==> src/hdl/lgp_pkg.sv <==
package lgp_pkg;

  // Channel count and field widths.
  localparam int NUM_CH = 16;
  localparam int PWM_W = 12;
  localparam int TRIM_W = 6;

  // Counter limits and start value, values after reset, and the full trim code.
  localparam logic [PWM_W-1:0] CNT_ZERO = 12'h000;
  localparam logic [PWM_W-1:0] CNT_ONE = 12'h001;
  localparam logic [PWM_W-1:0] CNT_MAX = 12'hFFF;
  localparam logic [TRIM_W-1:0] TRIM_ZERO = 6'h00;
  localparam logic [TRIM_W-1:0] TRIM_FULL = 6'h3F;

  // One channel's latched brightness data.
  typedef struct packed {
    logic [PWM_W-1:0] pwm_level;
    logic [TRIM_W-1:0] current_trim_code;
  } lgp_chan_cfg_t;

  localparam lgp_chan_cfg_t CFG_RST = '{pwm_level: 12'h000,
                                         current_trim_code: 6'h00};

  // Display period sequencer states.
  typedef enum logic [2:0] {
    LGP_ST_BLANK = 3'b001,
    LGP_ST_RUN = 3'b010,
    LGP_ST_DONE = 3'b100
  } lgp_state_t;

endpackage

==> src/hdl/lgp_channel.sv <==
`timescale 1ns/10ps
module lgp_channel (
  // Clock and reset
  input wire logic sys_clk_i,
  input wire logic rst_i,
  // Latch load from the data interface
  input wire logic latch_load_i,
  input wire lgp_pkg::lgp_chan_cfg_t cfg_i,
  // Shared counter state
  input wire logic [lgp_pkg::PWM_W-1:0] cnt_i,
  input wire logic run_i,
  // Sink drive and latched data
  output logic sink_on_o,
  output logic [lgp_pkg::TRIM_W-1:0] trim_o,
  output lgp_pkg::lgp_chan_cfg_t lat_o
);

  lgp_pkg::lgp_chan_cfg_t lat_r;
  lgp_pkg::lgp_chan_cfg_t lat_nxt;
  logic on_r;
  logic on_nxt;
  logic [lgp_pkg::TRIM_W-1:0] trim_r;
  logic [lgp_pkg::TRIM_W-1:0] trim_nxt;

  // New data acts at once, so the controller must load only while blanked.
  always_comb begin
    lat_nxt = latch_load_i ? cfg_i : lat_r;
    on_nxt = run_i && (cnt_i != lgp_pkg::CNT_ZERO) &&
             (cnt_i <= lat_nxt.pwm_level);
    // The analog sink scales full scale by code/63; zero code sinks nothing.
    trim_nxt = on_nxt ? lat_nxt.current_trim_code : lgp_pkg::TRIM_ZERO;
  end

  always_ff @(posedge sys_clk_i or posedge rst_i) begin
    if (rst_i) begin
      lat_r <= lgp_pkg::CFG_RST;
      on_r <= 1'b0;
      trim_r <= lgp_pkg::TRIM_ZERO;
    end else begin
      lat_r <= lat_nxt;
      on_r <= on_nxt;
      trim_r <= trim_nxt;
    end
  end

  assign sink_on_o = on_r;
  assign trim_o = trim_r;
  assign lat_o = lat_r;

  a_latch_load: assert property (
    @(posedge sys_clk_i) disable iff (rst_i)
    latch_load_i |=> (lat_r == $past(cfg_i)))
    else $error("Latch did not take loaded data.");

  a_latch_hold: assert property (
    @(posedge sys_clk_i) disable iff (rst_i)
    !latch_load_i |=> $stable(lat_r))
    else $error("Latch changed without a load.");

endmodule

==> src/hdl/lgp_top.sv <==
`timescale 1ns/10ps
module lgp_top #(
  parameter int NUM_CH = lgp_pkg::NUM_CH
) (
  // Clock and reset
  input wire logic sys_clk_i,
  input wire logic rst_i,
  // Display controller pins
  input wire logic pwm_ref_clock_i,
  input wire logic blank_i,
  // Latch load from the data interface
  input wire logic latch_load_i,
  input wire lgp_pkg::lgp_chan_cfg_t [NUM_CH-1:0] chan_cfg_i,
  // Sink drive
  output logic [NUM_CH-1:0] sink_outputs_o,
  output logic [NUM_CH-1:0][lgp_pkg::TRIM_W-1:0] current_trim_code_o
);

  // Pin synchronisers.
  logic ref_s1_r;
  logic ref_s2_r;
  logic ref_s3_r;
  logic blank_s1_r;
  logic blank_s2_r;
  logic ref_rise;

  // Shared counter and sequencer.
  lgp_pkg::lgp_state_t state_r;
  lgp_pkg::lgp_state_t state_nxt;
  logic [lgp_pkg::PWM_W-1:0] cnt_r;
  logic [lgp_pkg::PWM_W-1:0] cnt_nxt;
  logic run;

  // Latched data seen by the checks.
  lgp_pkg::lgp_chan_cfg_t [NUM_CH-1:0] lat;

  // Both pins pass the same depth, so an edge and a blanking change that
  // arrive together are still seen in their true order.
  always_ff @(posedge sys_clk_i or posedge rst_i) begin
    if (rst_i) begin
      ref_s1_r <= 1'b0;
      ref_s2_r <= 1'b0;
      ref_s3_r <= 1'b0;
      blank_s1_r <= 1'b1;
      blank_s2_r <= 1'b1;
    end else begin
      ref_s1_r <= pwm_ref_clock_i;
      ref_s2_r <= ref_s1_r;
      ref_s3_r <= ref_s2_r;
      blank_s1_r <= blank_i;
      blank_s2_r <= blank_s1_r;
    end
  end

  // The reference clock must stay below half the system clock rate.
  assign ref_rise = ref_s2_r && !ref_s3_r;

  // After the last count the period ends and no output turns on again
  // until blanking has been raised and dropped.
  always_comb begin
    state_nxt = state_r;
    cnt_nxt = cnt_r;
    if (blank_s2_r) begin
      state_nxt = lgp_pkg::LGP_ST_BLANK;
      cnt_nxt = lgp_pkg::CNT_ZERO;
    end else begin
      case (state_r)
        lgp_pkg::LGP_ST_BLANK: begin
          if (ref_rise) begin
            state_nxt = lgp_pkg::LGP_ST_RUN;
            cnt_nxt = lgp_pkg::CNT_ONE;
          end
        end
        lgp_pkg::LGP_ST_RUN: begin
          if (ref_rise) begin
            if (cnt_r == lgp_pkg::CNT_MAX) begin
              state_nxt = lgp_pkg::LGP_ST_DONE;
            end else begin
              cnt_nxt = cnt_r + lgp_pkg::CNT_ONE;
            end
          end
        end
        lgp_pkg::LGP_ST_DONE: begin
          cnt_nxt = cnt_r;
        end
        default: begin
          state_nxt = lgp_pkg::LGP_ST_BLANK;
          cnt_nxt = lgp_pkg::CNT_ZERO;
        end
      endcase
    end
  end

  always_ff @(posedge sys_clk_i or posedge rst_i) begin
    if (rst_i) begin
      state_r <= lgp_pkg::LGP_ST_BLANK;
      cnt_r <= lgp_pkg::CNT_ZERO;
    end else begin
      state_r <= state_nxt;
      cnt_r <= cnt_nxt;
    end
  end

  assign run = (state_r == lgp_pkg::LGP_ST_RUN) && !blank_s2_r;

  genvar gi;
  generate
    for (gi = 0; gi < NUM_CH; gi++) begin : g_ch
      lgp_channel u_ch (
        .sys_clk_i(sys_clk_i),
        .rst_i(rst_i),
        .latch_load_i(latch_load_i),
        .cfg_i(chan_cfg_i[gi]),
        .cnt_i(cnt_r),
        .run_i(run),
        .sink_on_o(sink_outputs_o[gi]),
        .trim_o(current_trim_code_o[gi]),
        .lat_o(lat[gi])
      );

      a_zero_off: assert property (
        @(posedge sys_clk_i) disable iff (rst_i)
        (lat[gi].pwm_level == lgp_pkg::CNT_ZERO) |-> !sink_outputs_o[gi])
        else $error("Channel with zero level is on.");

      a_first_on: assert property (
        @(posedge sys_clk_i) disable iff (rst_i)
        (state_r == lgp_pkg::LGP_ST_RUN && cnt_r == lgp_pkg::CNT_ONE &&
         !blank_s2_r && !latch_load_i &&
         lat[gi].pwm_level != lgp_pkg::CNT_ZERO) |=> sink_outputs_o[gi])
        else $error("Nonzero channel missed the first count.");

      a_on_window: assert property (
        @(posedge sys_clk_i) disable iff (rst_i)
        sink_outputs_o[gi] |->
          ($past(cnt_r) <= lat[gi].pwm_level &&
           $past(cnt_r) != lgp_pkg::CNT_ZERO))
        else $error("Channel on outside its count window.");

      a_blank_off: assert property (
        @(posedge sys_clk_i) disable iff (rst_i)
        blank_s2_r |=> (!sink_outputs_o[gi] &&
                        current_trim_code_o[gi] == lgp_pkg::TRIM_ZERO))
        else $error("Output driven while blanked.");

      a_trim_level: assert property (
        @(posedge sys_clk_i) disable iff (rst_i)
        current_trim_code_o[gi] == (sink_outputs_o[gi] ?
          lat[gi].current_trim_code : lgp_pkg::TRIM_ZERO))
        else $error("Trim code does not follow the channel state.");

      // A load in the same cycle moves the level, so it is left out here.
      a_on_due: assert property (
        @(posedge sys_clk_i) disable iff (rst_i)
        (run && cnt_r != lgp_pkg::CNT_ZERO && !latch_load_i &&
         cnt_r <= lat[gi].pwm_level) |=> sink_outputs_o[gi])
        else $error("Channel off inside its count window.");

      a_off_past: assert property (
        @(posedge sys_clk_i) disable iff (rst_i)
        (cnt_r > lat[gi].pwm_level && !latch_load_i) |=>
          !sink_outputs_o[gi])
        else $error("Channel still on past its level.");
    end
  endgenerate

  a_cnt_step: assert property (
    @(posedge sys_clk_i) disable iff (rst_i)
    (ref_rise && !blank_s2_r && state_r == lgp_pkg::LGP_ST_RUN &&
     cnt_r != lgp_pkg::CNT_MAX) |=> (cnt_r == $past(cnt_r) + 12'h001))
    else $error("Counter did not step on a reference edge.");

  a_cnt_still: assert property (
    @(posedge sys_clk_i) disable iff (rst_i)
    (!ref_rise && !blank_s2_r) |=> $stable(cnt_r))
    else $error("Counter moved without a reference edge.");

  a_blank_clear: assert property (
    @(posedge sys_clk_i) disable iff (rst_i)
    blank_s2_r |=> (cnt_r == lgp_pkg::CNT_ZERO))
    else $error("Counter not held at zero while blanked.");

  a_resume: assert property (
    @(posedge sys_clk_i) disable iff (rst_i)
    (state_r == lgp_pkg::LGP_ST_BLANK && !blank_s2_r && ref_rise) |=>
      (cnt_r == lgp_pkg::CNT_ONE && state_r == lgp_pkg::LGP_ST_RUN))
    else $error("Counter did not resume after blanking.");

  // Outputs lag the counter by one edge, so the last on cycle of a full
  // level channel overlaps the first cycle of the ended period.
  a_end_hold: assert property (
    @(posedge sys_clk_i) disable iff (rst_i)
    (state_r == lgp_pkg::LGP_ST_DONE && !blank_s2_r) |=>
      (sink_outputs_o == '0))
    else $error("Output on after the period ended.");

  a_done_stay: assert property (
    @(posedge sys_clk_i) disable iff (rst_i)
    (state_r == lgp_pkg::LGP_ST_DONE && !blank_s2_r) |=>
      (state_r == lgp_pkg::LGP_ST_DONE && cnt_r == lgp_pkg::CNT_MAX))
    else $error("Ended period did not hold its final count.");

  a_blank_state: assert property (
    @(posedge sys_clk_i) disable iff (rst_i)
    blank_s2_r |=> (state_r == lgp_pkg::LGP_ST_BLANK))
    else $error("Sequencer left blanking while blanked.");

  a_run_gate: assert property (
    @(posedge sys_clk_i) disable iff (rst_i)
    !run |=> (sink_outputs_o == '0))
    else $error("Output on while the counter is not running.");

  a_state_valid: assert property (
    @(posedge sys_clk_i) disable iff (rst_i)
    $onehot(state_r))
    else $error("Sequencer state is not one-hot.");

endmodule

==> config.mk <==
export PLATFORM = sky130hd
export DESIGN_NAME = lgp_top
export DESIGN_NICKNAME = d
export VERILOG_FILES = /design/src/hdl/lgp_pkg.sv /design/src/hdl/lgp_channel.sv /design/src/hdl/lgp_top.sv
export SDC_FILE = /design/constraint.sdc
export NUM_CORES = 1
export LEC_CHECK = 0
export ABC_CLOCK_PERIOD_IN_PS = 8300
export BUFFER_PORTS_ARGS = -buffer_cell sky130_fd_sc_hd__buf_2
export CAP_MARGIN = 20
export CORE_MARGIN = 5
export CORE_UTILIZATION = 35
export DETAILED_ROUTE_END_ITERATION = 10
export GPL_TIMING_DRIVEN = 0
export SLEW_MARGIN = 10
export SYNTH_ARGS = -nofsm -noshare
export SYNTH_HDL_FRONTEND = slang
export SYNTH_HIERARCHICAL = 1
export SYNTH_SLANG_ARGS = --single-unit
export TNS_END_PERCENT = 10
==> constraint.sdc <==
create_clock -name sys_clk_i -period 8.3 [get_ports sys_clk_i]
set_clock_uncertainty 0.2 [all_clocks]
set_input_delay 0.415 -clock sys_clk_i [delete_from_list [all_inputs] [get_ports sys_clk_i]]
set_output_delay 0.415 -clock sys_clk_i [all_outputs]
set_load 0.02 [all_outputs]
==> impl_metrics.yaml <==
run_status:
  outcome: "complete, no violations"
sta:
  layout_min_cycle_time_ps: 2881
  rsz0062_at_grt: "false"
  tightest_slew_ps: 763.2
  fin_ws_ps: 5419
  finalCritPeriodShare: 0.3471
  tns_ps: 0
  slew_headroom: 0.4906
  slew_viol_final: 0
  hold_violations: 0
  fmax_ghz: 0.3471
  setup_violations: 0
worst_setup_path:
  arrival_ps: 3180
  startpoint_type: "register"
  path_cells: "buf_12, ha_1, nand3_2, nor4_4, nand2_1, o21ai_2, mux2i_1"
  cp_num_buf_inv: 1
  crit_type: "register to register"
  path_delay_family: "simple AND/OR/NAND/NOR gates"
  critPathCaptureType: "register"
  worstPathRequired_ps: 8600
  crit_slowest_cell: "dfrtp_2"
  cpPeakStageDelay_ps: 720
  worst-path-max-fanout: 19
floorplanning:
  num_io_pins: 405
  dieWidth_um: 255.6
  start_util: 0.3517
  core_area_um2: 60020
  rows: 90
  dieArea_um2: 65320
  die_h_um: 255.6
synthesis:
  ys_types: 61
  synth-seq-cells: 420
  synth_warnings: 6
  syn-cell-area_um2: 21110
  syn_avg_cell_area_um2: 12.10
  syn_nets: 2230
  yosysSeqAreaShare: 0.4981
  synth_cells: 1744
clock_tree:
  cts.htree.levels: 2
  cts_resized: 0
  cts_sinks: 420
  cts_buffers: 49
  clk_pin_slew_worst_paths_ps: 60
  cts_tree: "done"
  insertion_delay_ps: 570
  clockRootBuffer: "clkbuf_16"
  cts_buffer_depth: 3
final_layout:
  final_layout_size_suffix_gt1_frac: 0.2897
  syn_to_final_growth_pct: 39.43
  num-nets-final: 3003
  fill_cells: 5232
route:
  drcViolationCount: 0
  first_pass_iters: 5
  detail-route-antenna-nets: 0
  via_per_inst: 4.872
  post_drt_wl_per_cell_um: 18.94
  via_count: 16308
  first_iter_violations: 766
  finalWirelength_um: 63380
worst_hold_path:
  hp-class: "input port to register"
power:
  clkPwrFrac: 0.436
  power.switching_mw: 1.270
  p_int_mw: 3.948
  peakVddDrop_v: 0.0001174
  comb_power_share: 0.136
  cellLeakagePower_nw: 15.11
  powerDensity_nw_per_um2: 177.3
  switching_share: 0.2435
  seqPwrFrac: 0.428
global_route:
  grt_overflow: 0
  grt_max_degree: 26
  grt_pass1_wl_um: 100100
  grt_use_total: 0.1903
  grt_pass1_vias: 17655
  antenna_found_initial: 11
placed_design:
  io_buffers: 403
  gp_congestion: 0.8006
  dp_hpwl_um: 43500
  dp_slack_ps: 5070
flow_run:
  drv_cap: 0
==> layer usage <==
layer	GRT usage	up-vias	wire [µm]
li1	-	7756	-
met1	0.2394	8036	27190
met3	0.03601	128	2641
met2	0.3359	384	31820
met4	0.05472	4	1711
met5	0	-	21
==> power by group through the flow <==
stage	Clock, mW	Sequential (mW)	Combinational [mW]
3_5_place_dp	0	2.27	0.575
3_3_place_gp	0	2.27	0.536
4_1_cts	2.35	2.24	0.690
2_1_floorplan	0	2.26	0.392
6_report	2.27	2.24	0.709
5_1_grt	2.42	2.25	0.790
==> placed cells by master (no fill, tap or decap), types with 51 or more instances in the layout <==
master,count
clkbuf_16,51
a21oi_1,78
dlygate4sd3_1,291
ha_1,193
inv_1,228
mux2i_1,177
buf_2,419
dfrtp_1,405
nor2b_1,84
mux2_2,112
==> worst register-to-register path, delay by kind of cell (launching register included) <==
kind / cells / cell delay (ps)
compound gates: 1 / 320
fa+ha+maj: 1 / 260
buf+inv: 1 / 270
flops: 1 / 720
mux: 1 / 220
simple gates: 3 / 820
==> sequential cells by signal, summed over array words and instances, names as in the netlist <==
signal and flops:
ref_s1_r 1, cnt_r 12, state_r 3, g_ch.u_ch/sink_on_o 16
g_ch.u_ch/trim_o 96, blank_s2_r 1, g_ch.u_ch/lat_o 288, ref_s3_r 1
blank_s1_r 1, ref_s2_r 1
==> final timing paths <==
| path | start | endpoint | slack (ps) | cells past startpoint |
|---|---|---|---|---|
| setup / recovery | cnt_r[0] | cnt_r[0] | 5420 | 7 |
| max in group asynchronous | rst_i | cnt_r[4] | 6640 | 3 |
| hold reg to reg | blank_s1_r | blank_s2_r | 160 | 0 |
| min in group asynchronous | rst_i | g_ch[6].u_ch/lat_o[14] | 500 | 3 |
| hold / removal | latch_load_i | g_ch[10].u_ch/lat_o[9] | 80 | 3 |
| setup reg to reg | cnt_r[0] | cnt_r[0] | 5420 | 7 |
==> through the flow <==
step	utilization	std cells	hold WS (ps)	cell area (µm²)	power (mW)
after global placement	0.4016	2929	136.2	24100	2.808
after detailed placement	0.4063	2942	146.6	24380	2.846
final	0.4903	3347	80.10	29430	5.218
after global routing	0.4902	3344	78.21	29420	5.460
after floorplan	-	1744	131.2	21110	2.650
after CTS	0.4830	3320	25.18	28990	5.272
==> layout make-up <==
class	instances	area, µm²	area share
inverter	229	864.6	0.02938
clock buffer	68	1430	0.04859
tap	782	978.4	0.03325
clock inverter	20	274.0	0.009311
buffer	38	222.7	0.007568
timing repair buffer	722	5598	0.1902
antenna	11	27.53	0.0009353
sequential	420	10530	0.3578
multi-input combinational	1057	9505	0.3230
==> cell usage after synthesis, drive strengths merged <==
cell    instances  area, µm²
or4            36      281.5
a22o            1      10.01
nor2            9      33.78
buf            26      177.7
a31oi          20      330.3
and4b           4      55.05
o21ai          41      224.0
or2             4      25.02
o211ai         36      270.3
o31ai          12      131.4
o21a           19      142.6
nand3          40      205.2
a211o           9      78.83
clkbuf         12      45.04
mux2i         177       1772
inv           228      855.8
o211a           3      30.03
nor3           11      75.07
and4            3      26.28
dfrtp         417      10440
a21boi          1      7.510
a21o           14      108.9
mux2          112       1261
and3            4      27.52
ha            193       2415
o32ai           2      17.52
and2            4      25.03
or3             1      6.260
clkinv          1      8.760
nand4          47      379.1
a21oi          80      407.9
nor2b          84      525.5
dfstp           3      78.83
or2b            1      7.510
nand2          40      157.6
a211oi          4      80.08
o21ba           9      90.09
a221o           7      73.82
and2b           1      8.760
nor4           23      183.9
nand2b          5      31.28
==> what timing repair did <==
action	4_1_cts	5_1_grt
buffers inserted	0	0
endpoints found under the setup margin	0	0
hold endpoints to repair	355	62
hold buffers	290	1
==> logic make-up after synthesis <==
logic type | synth area share
compound gates | 0.09491
simple gates | 0.09734
buf+inv | 0.05151
flops | 0.4981
mux | 0.1437
fa+ha+maj | 0.1144
No activity file was read; power rests on OpenSTA's default activity.
